--- config.mk ---
export PLATFORM = sky130hd
export DESIGN_NAME = port_a_pin_function_mux
export DESIGN_NICKNAME = d
export VERILOG_FILES = /design/src/rtl/port_a_pin_function_mux.v
export VERILOG_INCLUDE_DIRS = /design/src /design/src/rtl
export SDC_FILE = /design/constraint.sdc
export NUM_CORES = 1
export LEC_CHECK = 0
export BUFFER_PORTS_ARGS = -buffer_cell sky130_fd_sc_hd__buf_4
export CORE_UTILIZATION = 47
export CTS_CLUSTER_DIAMETER = 120
export CTS_CLUSTER_SIZE = 16
export DETAILED_ROUTE_END_ITERATION = 12
export PLACE_DENSITY = 0.82
export SLEW_MARGIN = 20
export SYNTH_ARGS = -nofsm -noshare
export SYNTH_HDL_FRONTEND = slang
export SYNTH_SLANG_ARGS = --single-unit
export TNS_END_PERCENT = 30
--- constraint.sdc ---
create_clock -name clk -period 2.8 [get_ports clk]
set_input_delay 0.28 -clock clk [delete_from_list [all_inputs] [get_ports clk]]
set_output_delay 0.28 -clock clk [all_outputs]
set_load 0.005 [all_outputs]
--- src/rtl/port_a_map.vh ---
// constants for the port a pin function multiplexer
// assumes inclusion by rtl/port_a_pin_function_mux.v only
`ifndef PORT_A_MAP_VH
`define PORT_A_MAP_VH
`define PA_WIDTH        8
`define PA_DIE_RESET    8'hff
`define PA_ZERO         8'h00
`define PA_BIT_IRQ0     0
`define PA_BIT_PWM      3
`define PA_BIT_CMP      4
`define PA_BIT_RESET    5
`define PA_BIT_XOUT     6
`define PA_BIT_XIN      7
`define PA_ANALOG_MASK  8'h19
`define PA_WARM_ZERO    3'h0
`define PA_WARM_SYNCED  1
`define PA_WARM_PRIMED  2
`define EDGE_RISE_BIT   0
`define EDGE_FALL_BIT   1
`define EDGE_RISING     2'b01
`define EDGE_FALLING    2'b10
`define EDGE_BOTH       2'b11
`endif

--- src/rtl/port_a_pin_function_mux.v ---
// port a pin function multiplexer: gpio, pulls, alternate functions, wake, edge irqs
// assumes control bits come from core logic on clk; pin inputs are asynchronous
//
// Notes on behaviour
// - each pin is digital input or output, pull-high and pull-low chosen independently
// - cleared digital-input-enable bit blocks the input buffer and that pin's wake
// - pin toggle wakes the system from sleep only while its enable bit is set
// - each external irq line requests service on a selectable rising or falling edge
// - bit 4 also carries analog channel 9, comparator plus, minus source 1, irq line 1
// - bit 3 also carries analog channel 8, comparator minus source 0, timer two pwm
// - bit 0 also carries analog channel 10, comparator output, irq line 0
`timescale 1ns/10ps
`include "port_a_map.vh"

module port_a_pin_function_mux (
	input  wire       clk,
	input  wire       rst_b,
	input  wire [7:0] padIn,
	output reg  [7:0] padOut,
	output reg  [7:0] padOe,
	output reg  [7:0] padPullHigh,
	output reg  [7:0] padPullLow,
	output reg  [7:0] padInBufEn,
	input  wire [7:0] portOutData,
	input  wire [7:0] portDirOut,
	input  wire [7:0] pullHighSel,
	input  wire [7:0] pullLowSel,
	input  wire [7:0] digitalInEnable,
	input  wire       sleeping,
	input  wire       crystalUsed,
	input  wire       resetFuncSel,
	input  wire       timerPwmSel,
	input  wire       timer_two_pwm_out,
	input  wire       comparatorOutSel,
	input  wire       comparator_out,
	input  wire [1:0] irqZeroEdge,
	input  wire [1:0] irqOneEdge,
	output reg  [7:0] portInData,
	output reg        wakeRequest,
	output reg        ext_irq_line_zero,
	output reg        ext_irq_line_one,
	output reg        external_reset_low,
	output reg  [7:0] analogSwitch
);

////////////////////////////////////////////////////////////////////////////////
// pin synchronisers: two flops per pin, then a history flop for edge detection

reg  [7:0] padSync1;
reg  [7:0] padSync2;
reg  [7:0] padLast;
reg  [2:0] warm;
wire [7:0] gatedIn;
wire [7:0] gatedLast;
wire [7:0] toggled;
wire       levelValid;
wire       edgesValid;
wire       anyToggle;
wire       irqZeroHit;
wire       irqOneHit;
wire       resetSensed;
wire       pwmOwnsPin;
wire       cmpOwnsPin;
wire       xtalOwnsPins;
wire       resetOwnsPin;

genvar pin;

generate
	for (pin = 0; pin < `PA_WIDTH; pin = pin + 1) begin : g_pinSync
		// only the second stage reads the first, so a metastable level stays contained
		always @(posedge clk or negedge rst_b) begin
			if (!rst_b) begin
				padSync1[pin] <= 1'b0;
				padSync2[pin] <= 1'b0;
				padLast[pin]  <= 1'b0;
			end else begin
				padSync1[pin] <= padIn[pin];
				padSync2[pin] <= padSync1[pin];
				padLast[pin]  <= padSync2[pin];
			end
		end
	end
endgenerate

////////////////////////////////////////////////////////////////////////////////
// warm-up: after reset the chain holds zeros, not pin levels, so a pin idling high
// would look like a rising edge; edges and reset sense wait for real samples

// synced after two edges, primed for edge detection after three
always @(posedge clk or negedge rst_b) begin
	if (!rst_b) begin
		warm <= `PA_WARM_ZERO;
	end else begin
		warm <= {warm[1:0], 1'b1};
	end
end

assign levelValid = warm[`PA_WARM_SYNCED];
assign edgesValid = warm[`PA_WARM_PRIMED];

////////////////////////////////////////////////////////////////////////////////
// input gating and event detection

function edgeHit;
	input [1:0] sel;
	input       now;
	input       prev;
	begin
		edgeHit = (sel[`EDGE_RISE_BIT] & now & ~prev)
			| (sel[`EDGE_FALL_BIT] & ~now & prev);
	end
endfunction

// a cleared enable bit hides the pin from data, edges and wake alike
assign gatedIn   = padSync2 & digitalInEnable;
assign gatedLast = padLast & digitalInEnable;
assign toggled   = (padSync2 ^ padLast) & digitalInEnable;
assign anyToggle = edgesValid & (|toggled);

// one pulse per qualified edge; select 11 lets both edges through
assign irqZeroHit = edgesValid & edgeHit(irqZeroEdge,
	gatedIn[`PA_BIT_IRQ0], gatedLast[`PA_BIT_IRQ0]);
assign irqOneHit  = edgesValid & edgeHit(irqOneEdge,
	gatedIn[`PA_BIT_CMP], gatedLast[`PA_BIT_CMP]);

// reset sense bypasses the input enable so the pin always works as reset
assign resetSensed = levelValid & resetFuncSel & ~padSync2[`PA_BIT_RESET];

////////////////////////////////////////////////////////////////////////////////
// alternate functions that take a pin away from the port

assign pwmOwnsPin   = timerPwmSel;
assign cmpOwnsPin   = comparatorOutSel;
// crystal pins are never driven digitally; their input buffers rely on software
// clearing the enable bits, else crystal swings on bits 6 and 7 still reach input data and wake
assign xtalOwnsPins = crystalUsed;
assign resetOwnsPin = resetFuncSel;

////////////////////////////////////////////////////////////////////////////////
// output drive and alternate function overrides

reg [7:0] next_out;
reg [7:0] next_oe;
reg [7:0] next_die;
reg [7:0] next_analog;

always @* begin
	next_out    = portOutData;
	next_oe     = portDirOut;
	next_die    = digitalInEnable;
	// analog path of 0, 3 and 4 opens when the digital buffer is off
	next_analog = ~digitalInEnable & `PA_ANALOG_MASK;
	if (pwmOwnsPin) begin
		next_out[`PA_BIT_PWM] = timer_two_pwm_out;
		next_oe[`PA_BIT_PWM]  = 1'b1;
	end
	if (cmpOwnsPin) begin
		next_out[`PA_BIT_IRQ0] = comparator_out;
		next_oe[`PA_BIT_IRQ0]  = 1'b1;
	end
	if (xtalOwnsPins) begin
		next_oe[`PA_BIT_XIN]  = 1'b0;
		next_oe[`PA_BIT_XOUT] = 1'b0;
	end
	if (resetOwnsPin) begin
		next_oe[`PA_BIT_RESET] = 1'b0;
	end
end

// pad drive registers
always @(posedge clk or negedge rst_b) begin
	if (!rst_b) begin
		padOut <= `PA_ZERO;
		padOe  <= `PA_ZERO;
	end else begin
		padOut <= next_out;
		padOe  <= next_oe;
	end
end

// buffer, pull and analog switch controls
// both pulls may be on together; the pull-high then wins and the pad reads high
always @(posedge clk or negedge rst_b) begin
	if (!rst_b) begin
		padPullHigh  <= `PA_ZERO;
		padPullLow   <= `PA_ZERO;
		padInBufEn   <= `PA_DIE_RESET;
		analogSwitch <= `PA_ZERO;
	end else begin
		padPullHigh  <= pullHighSel;
		padPullLow   <= pullLowSel;
		padInBufEn   <= next_die;
		analogSwitch <= next_analog;
	end
end

////////////////////////////////////////////////////////////////////////////////
// input data, wake, interrupts and reset request

always @(posedge clk or negedge rst_b) begin
	if (!rst_b) begin
		portInData         <= `PA_ZERO;
		wakeRequest        <= 1'b0;
		ext_irq_line_zero  <= 1'b0;
		ext_irq_line_one   <= 1'b0;
		external_reset_low <= 1'b1;
	end else begin
		portInData         <= gatedIn;
		// a wake needs the core asleep; awake toggles are ordinary port input
		wakeRequest        <= sleeping & anyToggle;
		ext_irq_line_zero  <= irqZeroHit;
		ext_irq_line_one   <= irqOneHit;
		external_reset_low <= ~resetSensed;
	end
end

endmodule // port_a_pin_function_mux

==> results.cfg, run 1 <==
[outcome]
status = complete, no violations

[routing]
drtIter0Drc = 60
wl_per_cell_um = 12.4
postRouteAntennaNets = 0
drc = 0
dr.pass1.iters = 3
via_per_inst = 4.31
wl_um = 4040
vias = 1411

[cells_and_area]
diodes = 0
num-fill-cells = 344
nets = 316
drive_gt1_share_pct = 56.2
final_common_cell = buf_4
layout_common_cells = buf_4 (115), dfrtp_1 (73), clkbuf_8 (12)
area_growth_pct = 47.6

[grt]
grt_max_degree = 83
grt_pass1_wl_um = 6110
grt_use_total_pct = 16.2
grt_pass1_vias = 1379
antenna_found_initial = 0
grt-ovfl-total = 0

[cts]
tritoncts = done
numCtsBuffers = 9
cts_setup_buffers = 0
clock_path_buffers = 2
ctsRootBufferMaster = clkbuf_8
cts_resized = 0
holdBufCountCts = 0
path_clk_slew_ns = 0.07
htree_levels = 3
clk_latency_ns = 0.33
cts_sinks = 82

[sta]
fin_setup_tns_ns = 0
tightest_slew_ns = 0.950
layout_setup_ws_ns = 1.55
post-route-min-period_ns = 1.25
rsz0062_at_grt = no
hold_viol = 0
fin_crit_sh_pct = 44.6
clock_skew_ns = 0.00635
maxSlewHeadroom_pct = 36.7
max_freq_mhz = 800
slew_violations = 0
setup_viol = 0

[yosys]
yosys-top-cells-area = dfrtp_1 (76%), dfstp_2 (9.9%), xor2_1 (2.9%)
ys_seq_elements = 82
yosysWarnings = 0
yosys.area.top_type_share_pct = 76.4
ys_seq_area_share_pct = 86.2
synth_top_cell_by_area = dfrtp_1
synthCells = 130
netlist_area_um2 = 2390
netlist-cell-type-count = 17
syn_avg_cell_area_um2 = 18.4

[power_and_ir_drop]
powerDensity_nw_per_um2 = 655
peakVddDrop_mv = 0.366
p_leak_nw = 1.78
fin_total_pwr_mw = 2.31

[worst_setup_path]
arrival_ns = 0.97
crit_path_start = padInBufEn[5]
endpoint_kind = output pin
required_ns = 2.52
crit_type = reg2out
critPathMaxFanout = 1
crit_family = flip-flops
rr_endpoint = wakeRequest
path_buf_inv = 1
r2r_slack_ns = 1.67
startpoint_type = flip-flop
max_stage_delay_ns = 0.54
path_cells = buf_4
worst_r2r_path_depth = 3
slowest_stage = dfstp_2
r2r_start = padSync2[0]

[floorplanning]
initial_core_util_pct = 49.7
ioPinCount = 121
core_area_um2 = 4820
die_area_um2 = 5380
die_h_um = 73.3
die_x_um = 73.3
rows = 25

[place]
port_buffers = 115
dp_slack_ns = 1.65
gp_congestion = 0.752
dpl.hpwl_um = 2920

[hold_path]
hp-class = in2reg
worstHoldPathCells = 1
hold_start = pullLowSel[5]
whs_endpoint = padPullLow[5]

[flow_run]
cap_violations = 0
-- synthesized netlist by cell type --
library cell,n
o22ai_1,2
dfstp_2,9
conb_1,2
buf_4,5
xor2_1,8
nand2_1,5
or2_2,2
dfrtp_1,73
nor2b_1,3
nand3b_1,1
a41oi_2,1
and2_2,1
a22oi_1,4
and3_1,2
mux2_2,2
and2_1,7
inv_1,3
-- report_power, final --
group / internal (mW) / leakage, nW / total (mW) / switching (mW)
sequential: 1.25 / 0.962 / 1.27 / 0.0226
clock: 0.483 / 0.112 / 0.855 / 0.371
combinational: 0.118 / 0.706 / 0.188 / 0.0705
-- metal layers --
layer,wire length [um],global-route usage [%]
met5,0,0
met4,63,8.33
met3,391,7.13
met2,2060,26.2
met1,1520,18.3
-- worst reg2reg max path, stage by stage (launching register included) --
cell     delay, ns
dfrtp_1       0.43
xor2_1        0.18
a22oi_1       0.24
a41oi_2       0.15
-- layout make-up --
type / instances / area [um^2] / area share [%]
clock inverter: 4 / 48.8 / 1.38
sequential: 82 / 2060 / 58.4
tap: 67 / 83.8 / 2.37
multi-input combinational: 44 / 295 / 8.36
timing repair buffer: 115 / 863 / 24.5
clock buffer: 12 / 165 / 4.68
inverter: 3 / 11.3 / 0.319
-- worst max path at each step --
stage | endpoint | slack, ns | cells past startpoint
after floorplan | wakeRequest | 1.79 | 3
after global routing | padInBufEn[5] | 1.52 | 1
after CTS | padInBufEn[5] | 1.53 | 1
final | padInBufEn[5] | 1.55 | 1
after detailed placement | wakeRequest | 1.65 | 3
after global placement | padOut[5] | 1.71 | 1
-- cell families after synthesis --
logic type      share of synthesized area, %
other cells                            0.314
compound gates                          2.46
mux                                    0.941
xor+xnor                                2.93
flops                                   86.2
buf+inv                                 2.04
simple gates                            5.07
-- flip-flops by register name, summed over array words and instances, names as in the netlist, 3 cells and up --
signal / flops
analogSwitch: 3
padInBufEn: 8
padLast: 8
padOe: 8
padOut: 8
padPullHigh: 8
padPullLow: 8
padSync1: 8
padSync2: 8
portInData: 8
warm: 3
-- metrics by stage --
stage | instance area [um^2] | hold WS [ns] | instances | utilization (%)
final | 3530 | 0.0522 | 327 | 73.3
after global routing | 3530 | 0.0226 | 327 | 73.3
after CTS | 3530 | 0.0309 | 327 | 73.3
after detailed placement | 3320 | 0.335 | 311 | 68.9
after global placement | 3320 | 0.332 | 311 | 68.9
after floorplan | 2410 | -0.0156 | 134 | -
Power figures use the tool's default switching activity.
==> run 2, diff against run 1 <==
--- a/config.mk
+++ b/config.mk
@@ -7,11 +7,11 @@
 export NUM_CORES = 1
 export LEC_CHECK = 0
 export BUFFER_PORTS_ARGS = -buffer_cell sky130_fd_sc_hd__buf_4
-export CORE_UTILIZATION = 47
+export CORE_UTILIZATION = 44
 export CTS_CLUSTER_DIAMETER = 120
 export CTS_CLUSTER_SIZE = 16
 export DETAILED_ROUTE_END_ITERATION = 12
-export PLACE_DENSITY = 0.82
+export PLACE_DENSITY = 0.78
 export SLEW_MARGIN = 20
 export SYNTH_ARGS = -nofsm -noshare
 export SYNTH_HDL_FRONTEND = slang
==> constraint.sdc (replaced) <==
create_clock -name clk -period 1.18 [get_ports clk]
set_input_delay 0.118 -clock clk [delete_from_list [all_inputs] [get_ports clk]]
set_output_delay 0.118 -clock clk [all_outputs]
set_load 0.005 [all_outputs]
==> run 2 against run 1 <==
Count of clock-buffer cells in the layout decreased by 1. First-iteration DRC count decreased by 17%. Critical path depth is 2 higher. Die area rose by 6.6%. Register-to-register slack worse by 1.6 ns. Cell count grew 18%. Final area rose by 17%. Flip-flop and latch count is the same.
==> results.cfg, run 2 (same netlist as run 1, synthesis figures left out) <==
[outcome]
status = complete, no violations

[cells_and_area]
num-fill-cells = 293
area_growth_pct = 72.6
drive_gt1_share_pct = 47.2
final_common_cell = buf_4
instances_no_fill = 386
nets = 372
diodes = 0
layout_common_cells = buf_4 (115), dfrtp_1 (73), dlygate4sd3_1 (53)

[routing]
postRouteAntennaNets = 0
dr.pass1.iters = 4
vias = 1600
wl_um = 5130
drc = 0
via_per_inst = 4.15
drtIter0Drc = 50
wl_per_cell_um = 13.3

[worst_setup_path]
slowest_stage = dfrtp_1
required_ns = 1.38
crit_type = reg2reg
worst_r2r_path_depth = 3
arrival_ns = 1.31
startpoint_type = flip-flop
endpoint_kind = flip-flop
path_buf_inv = 0
critPathMaxFanout = 5
max_stage_delay_ns = 0.43
crit_cells = 3
path_cells = xor2_1 -> a22oi_2 -> a41oi_2
crit_family = flip-flops

[power_and_ir_drop]
p_leak_nw = 2.04
peakVddDrop_mv = 1.02
powerDensity_nw_per_um2 = 1410

[floorplanning]
core_area_um2 = 5170
die_h_um = 75.7
initial_core_util_pct = 46.3
rows = 26
die_x_um = 75.7
ioPinCount = 121
die_area_um2 = 5740

[sta]
slew_violations = 0
clock_skew_ns = 0.00658
fin_setup_tns_ns = 0
setup_viol = 0
fin_crit_sh_pct = 94.3
post-route-min-period_ns = 1.11
rsz0062_at_grt = no
hold_viol = 0
max_freq_mhz = 899

[flow_run]
cap_violations = 0

[grt]
grt_pass1_vias = 1646
grt_max_degree = 36
antenna_found_initial = 0
grt_use_total_pct = 18.9
grt-ovfl-total = 0
grt_pass1_wl_um = 7440

[place]
gp_congestion = 0.728
port_buffers = 115
dpl.hpwl_um = 3130
dpl.cell_count = 316

[hold_path]
worstHoldPathCells = 2
hp-class = in2reg

[cts]
numCtsBuffers = 9
cts_sinks = 82
htree_levels = 3
cts_setup_buffers = 0
path_clk_slew_ns = 0.08
tritoncts = done
clock_path_buffers = 2
ctsRootBufferMaster = clkbuf_8
clk_latency_ns = 0.34
## run 2: cell types whose count changed in the layout (fill, tap and decap cells not counted), sizes merged
cell          before  now
clkbuf            12   11
clkinvlp           0    1
dlymetal6s4s       0    1
clkinv             3    2
bufinv             1    2
dlygate4sd3        0   53
buf              115  117
## run 2: what timing repair did
item	in CTS	in global routing
endpoints found under the hold margin	130	0
setup endpoints to repair	0	3
hold buffers	55	0
gates resized for setup	0	3
## run 2: path summary, 6_finish.rpt
| kind | start | endpoint | slack, ns |
|---|---|---|---|
| worst min register to register | padSync1[3] | padSync2[3] | 0.35 |
| worst max-delay path | padSync2[0] | wakeRequest | 0.07 |
| worst max register to register | padSync2[0] | wakeRequest | 0.07 |
| max in group asynchronous | rst_b | padInBufEn[6] | 0.41 |
| min in group asynchronous | rst_b | analogSwitch[3] | 0.21 |
| worst min-delay path | portDirOut[5] | padOe[5] | 0.03 |
## run 2: where the power goes
part / leakage [nW] / internal (mW) / switching (mW)
Clock: 0.109 / 1.24 / 0.925
Combinational: 0.965 / 0.412 / 0.210
Sequential: 0.962 / 2.96 / 0.0566
## run 2: final cells by class
type / instances / area (um^2) / share of cell area, %
sequential: 82 / 2060 / 50.0
timing repair buffer: 171 / 1450 / 35.0
multi-input combinational: 44 / 303 / 7.33
clock buffer: 11 / 141 / 3.42
tap: 70 / 87.6 / 2.12
clock inverter: 5 / 77.6 / 1.88
inverter: 3 / 11.3 / 0.273
## run 2: routing by layer
layer	track usage, %	share of wire (%)	vias up
met1	21.1	39	747
met3	5.03	7.2	10
met2	32.2	51	81
met5	0	0	-
met4	12.1	2.1	0
li1	-	-	762
## run 2: per-stage QoR
| stage | power (mW) | util [%] | worst slack [ns] | hold slack [ns] | area, um^2 |
|---|---|---|---|---|---|
| final | 5.81 | 79.9 | 0.0675 | 0.0284 | 4130 |
| after global placement | 3.53 | 65.0 | 0.0811 | 0.0309 | 3360 |
| after global routing | 6.04 | 79.9 | 0.0145 | 0.0188 | 4130 |
| after detailed placement | 3.54 | 65.0 | 0.0214 | 0.0345 | 3360 |
| after floorplan | 3.16 | - | 0.174 | -0.178 | 2410 |
| after CTS | 5.86 | 79.9 | 0.0123 | 0.0245 | 4130 |
==> run 3, diff against run 2 <==
--- a/config.mk
+++ b/config.mk
@@ -12,6 +12,7 @@
 export CTS_CLUSTER_SIZE = 16
 export DETAILED_ROUTE_END_ITERATION = 12
 export PLACE_DENSITY = 0.78
+export REMOVE_ABC_BUFFERS = 1
 export SLEW_MARGIN = 20
 export SYNTH_ARGS = -nofsm -noshare
 export SYNTH_HDL_FRONTEND = slang
==> run 3 against run 2 <==
Global-route usage grew 0.68 points. Utilization down 0.70 points. Fmax is 3.4% lower. Largest power group unchanged. Highest routed layer unchanged.
==> results.cfg, run 3 (same netlist as run 1, synthesis figures left out) <==
[routing]
postRouteAntennaNets = 0
dr.pass1.iters = 4
drc = 0
wl_per_cell_um = 13.1
via_per_inst = 4.23
vias = 1636
drtIter0Drc = 57
wl_um = 5080

[cells_and_area]
final_util_pct = 79.1
area_growth_pct = 71.1
nets = 373
final_common_cell = buf_4
drive_gt1_share_pct = 47.0
layout_common_cells = buf_4 (117), dfrtp_1 (73), dlygate4sd3_1 (54)
diodes = 0

[worst_setup_path]
required_ns = 1.46
cp_common_cell = dlygate4sd3_1
crit_type = in2reg
path_buf_inv = 3
slowest_stage = dlygate4sd3_1
arrival_ns = 1.43
r2r_start = padSync2[7]
endpoint_kind = flip-flop
max_stage_delay_ns = 0.54
startpoint_type = primary input
critPathMaxFanout = 2
crit_family = buffers and inverters
crit_path_start = crystalUsed
path_cells = dlygate4sd3_1 -> buf_4 -> nor2b_2 -> dlygate4sd3_1

[grt]
grt_use_total_pct = 19.6
grt_max_degree = 31
antenna_found_initial = 0
grt-ovfl-total = 0
grt_pass1_vias = 1690
grt_pass1_wl_um = 7690

[sta]
post-route-min-period_ns = 1.15
setup_viol = 0
rsz0062_at_grt = no
clock_skew_ns = 0.0121
slew_violations = 0
fin_setup_tns_ns = 0
max_freq_mhz = 868
fin_crit_sh_pct = 97.6
hold_viol = 0

[cts]
ctsRootBufferMaster = clkbuf_8
numCtsBuffers = 9
htree_levels = 3
tritoncts = done
clock_path_buffers = 2
cts_setup_buffers = 0
clk_latency_ns = 0.34
cts_sinks = 82
path_clk_slew_ns = 0.08

[floorplanning]
die_h_um = 75.7
initial_core_util_pct = 46.3
die_x_um = 75.7
ioPinCount = 121
rows = 26
die_area_um2 = 5740
core_area_um2 = 5170

[hold_path]
hp-class = in2reg
hold_start = sleeping

[place]
gp_congestion = 0.724
port_buffers = 115
dpl.hpwl_um = 3240

[flow_run]
cap_violations = 0

[power_and_ir_drop]
p_leak_nw = 2.02
powerDensity_nw_per_um2 = 1360
peakVddDrop_mv = 1.23

[outcome]
status = complete, no violations
## run 3: routing by layer
metal  vias up  GRT usage [%]  wire (um)  share of wire (%)
met2        74           34.0       2730                 54
met1       791           21.2       1900                 37
li1        765              -          -                  -
met5         -              0          0                  0
met4         0           8.64         61                1.2
met3         6           7.80        390                7.7
## run 3: metrics by stage
stage	setup slack, ns	total power, mW	hold WS [ns]	cell area, um^2	instances
2_1_floorplan	0.174	3.15	-0.178	2370	129
3_3_place_gp	0.0867	3.53	0.0338	3360	317
3_5_place_dp	0.0812	3.55	0.0337	3360	317
4_1_cts	0.0619	5.64	0.00458	4090	387
5_1_grt	0.0115	5.83	0.0118	4090	387
6_report	0.0283	5.59	0.0251	4090	387
## run 3: final cells by class
cell class,instances,area (um^2)
Clock buffer,11,141
Clock inverter,5,53.8
Fill cell,322,1080
Inverter,3,11.3
Multi-Input combinational cell,44,298
Sequential cell,82,2060
Tap cell,70,87.6
Timing Repair Buffer,172,1440
## run 3: worst min-delay path: stages
cell     delay (ns)
buf_4          0.11
nand2_1        0.07
a41oi_2        0.03
## run 3: report_power, final
part           total (mW)  switching, mW  leakage [nW]  internal (mW)
logic               0.616          0.208         0.953          0.408
clock network        1.95          0.925         0.103           1.03
registers            3.02         0.0567         0.962           2.96
total                5.59           1.19          2.02           4.40
## run 3: path summary, 6_finish.rpt
path | to | slack (ns) | cells after the start
setup / recovery | padOe[7] | 0.03 | 4
hold / removal | wakeRequest | 0.03 | 3
setup reg to reg | wakeRequest | 0.09 | 3
hold reg to reg | padSync2[5] | 0.34 | 0
max in group asynchronous | padSync1[5] | 0.43 | 3
min in group asynchronous | portInData[7] | 0.23 | 2
## run 3: repair_timing
action | CTS | global route
hold endpoints to repair | 109 | 0
setup endpoints to repair | 0 | 1
gates resized for setup | 0 | 1
hold buffers | 54 | 0
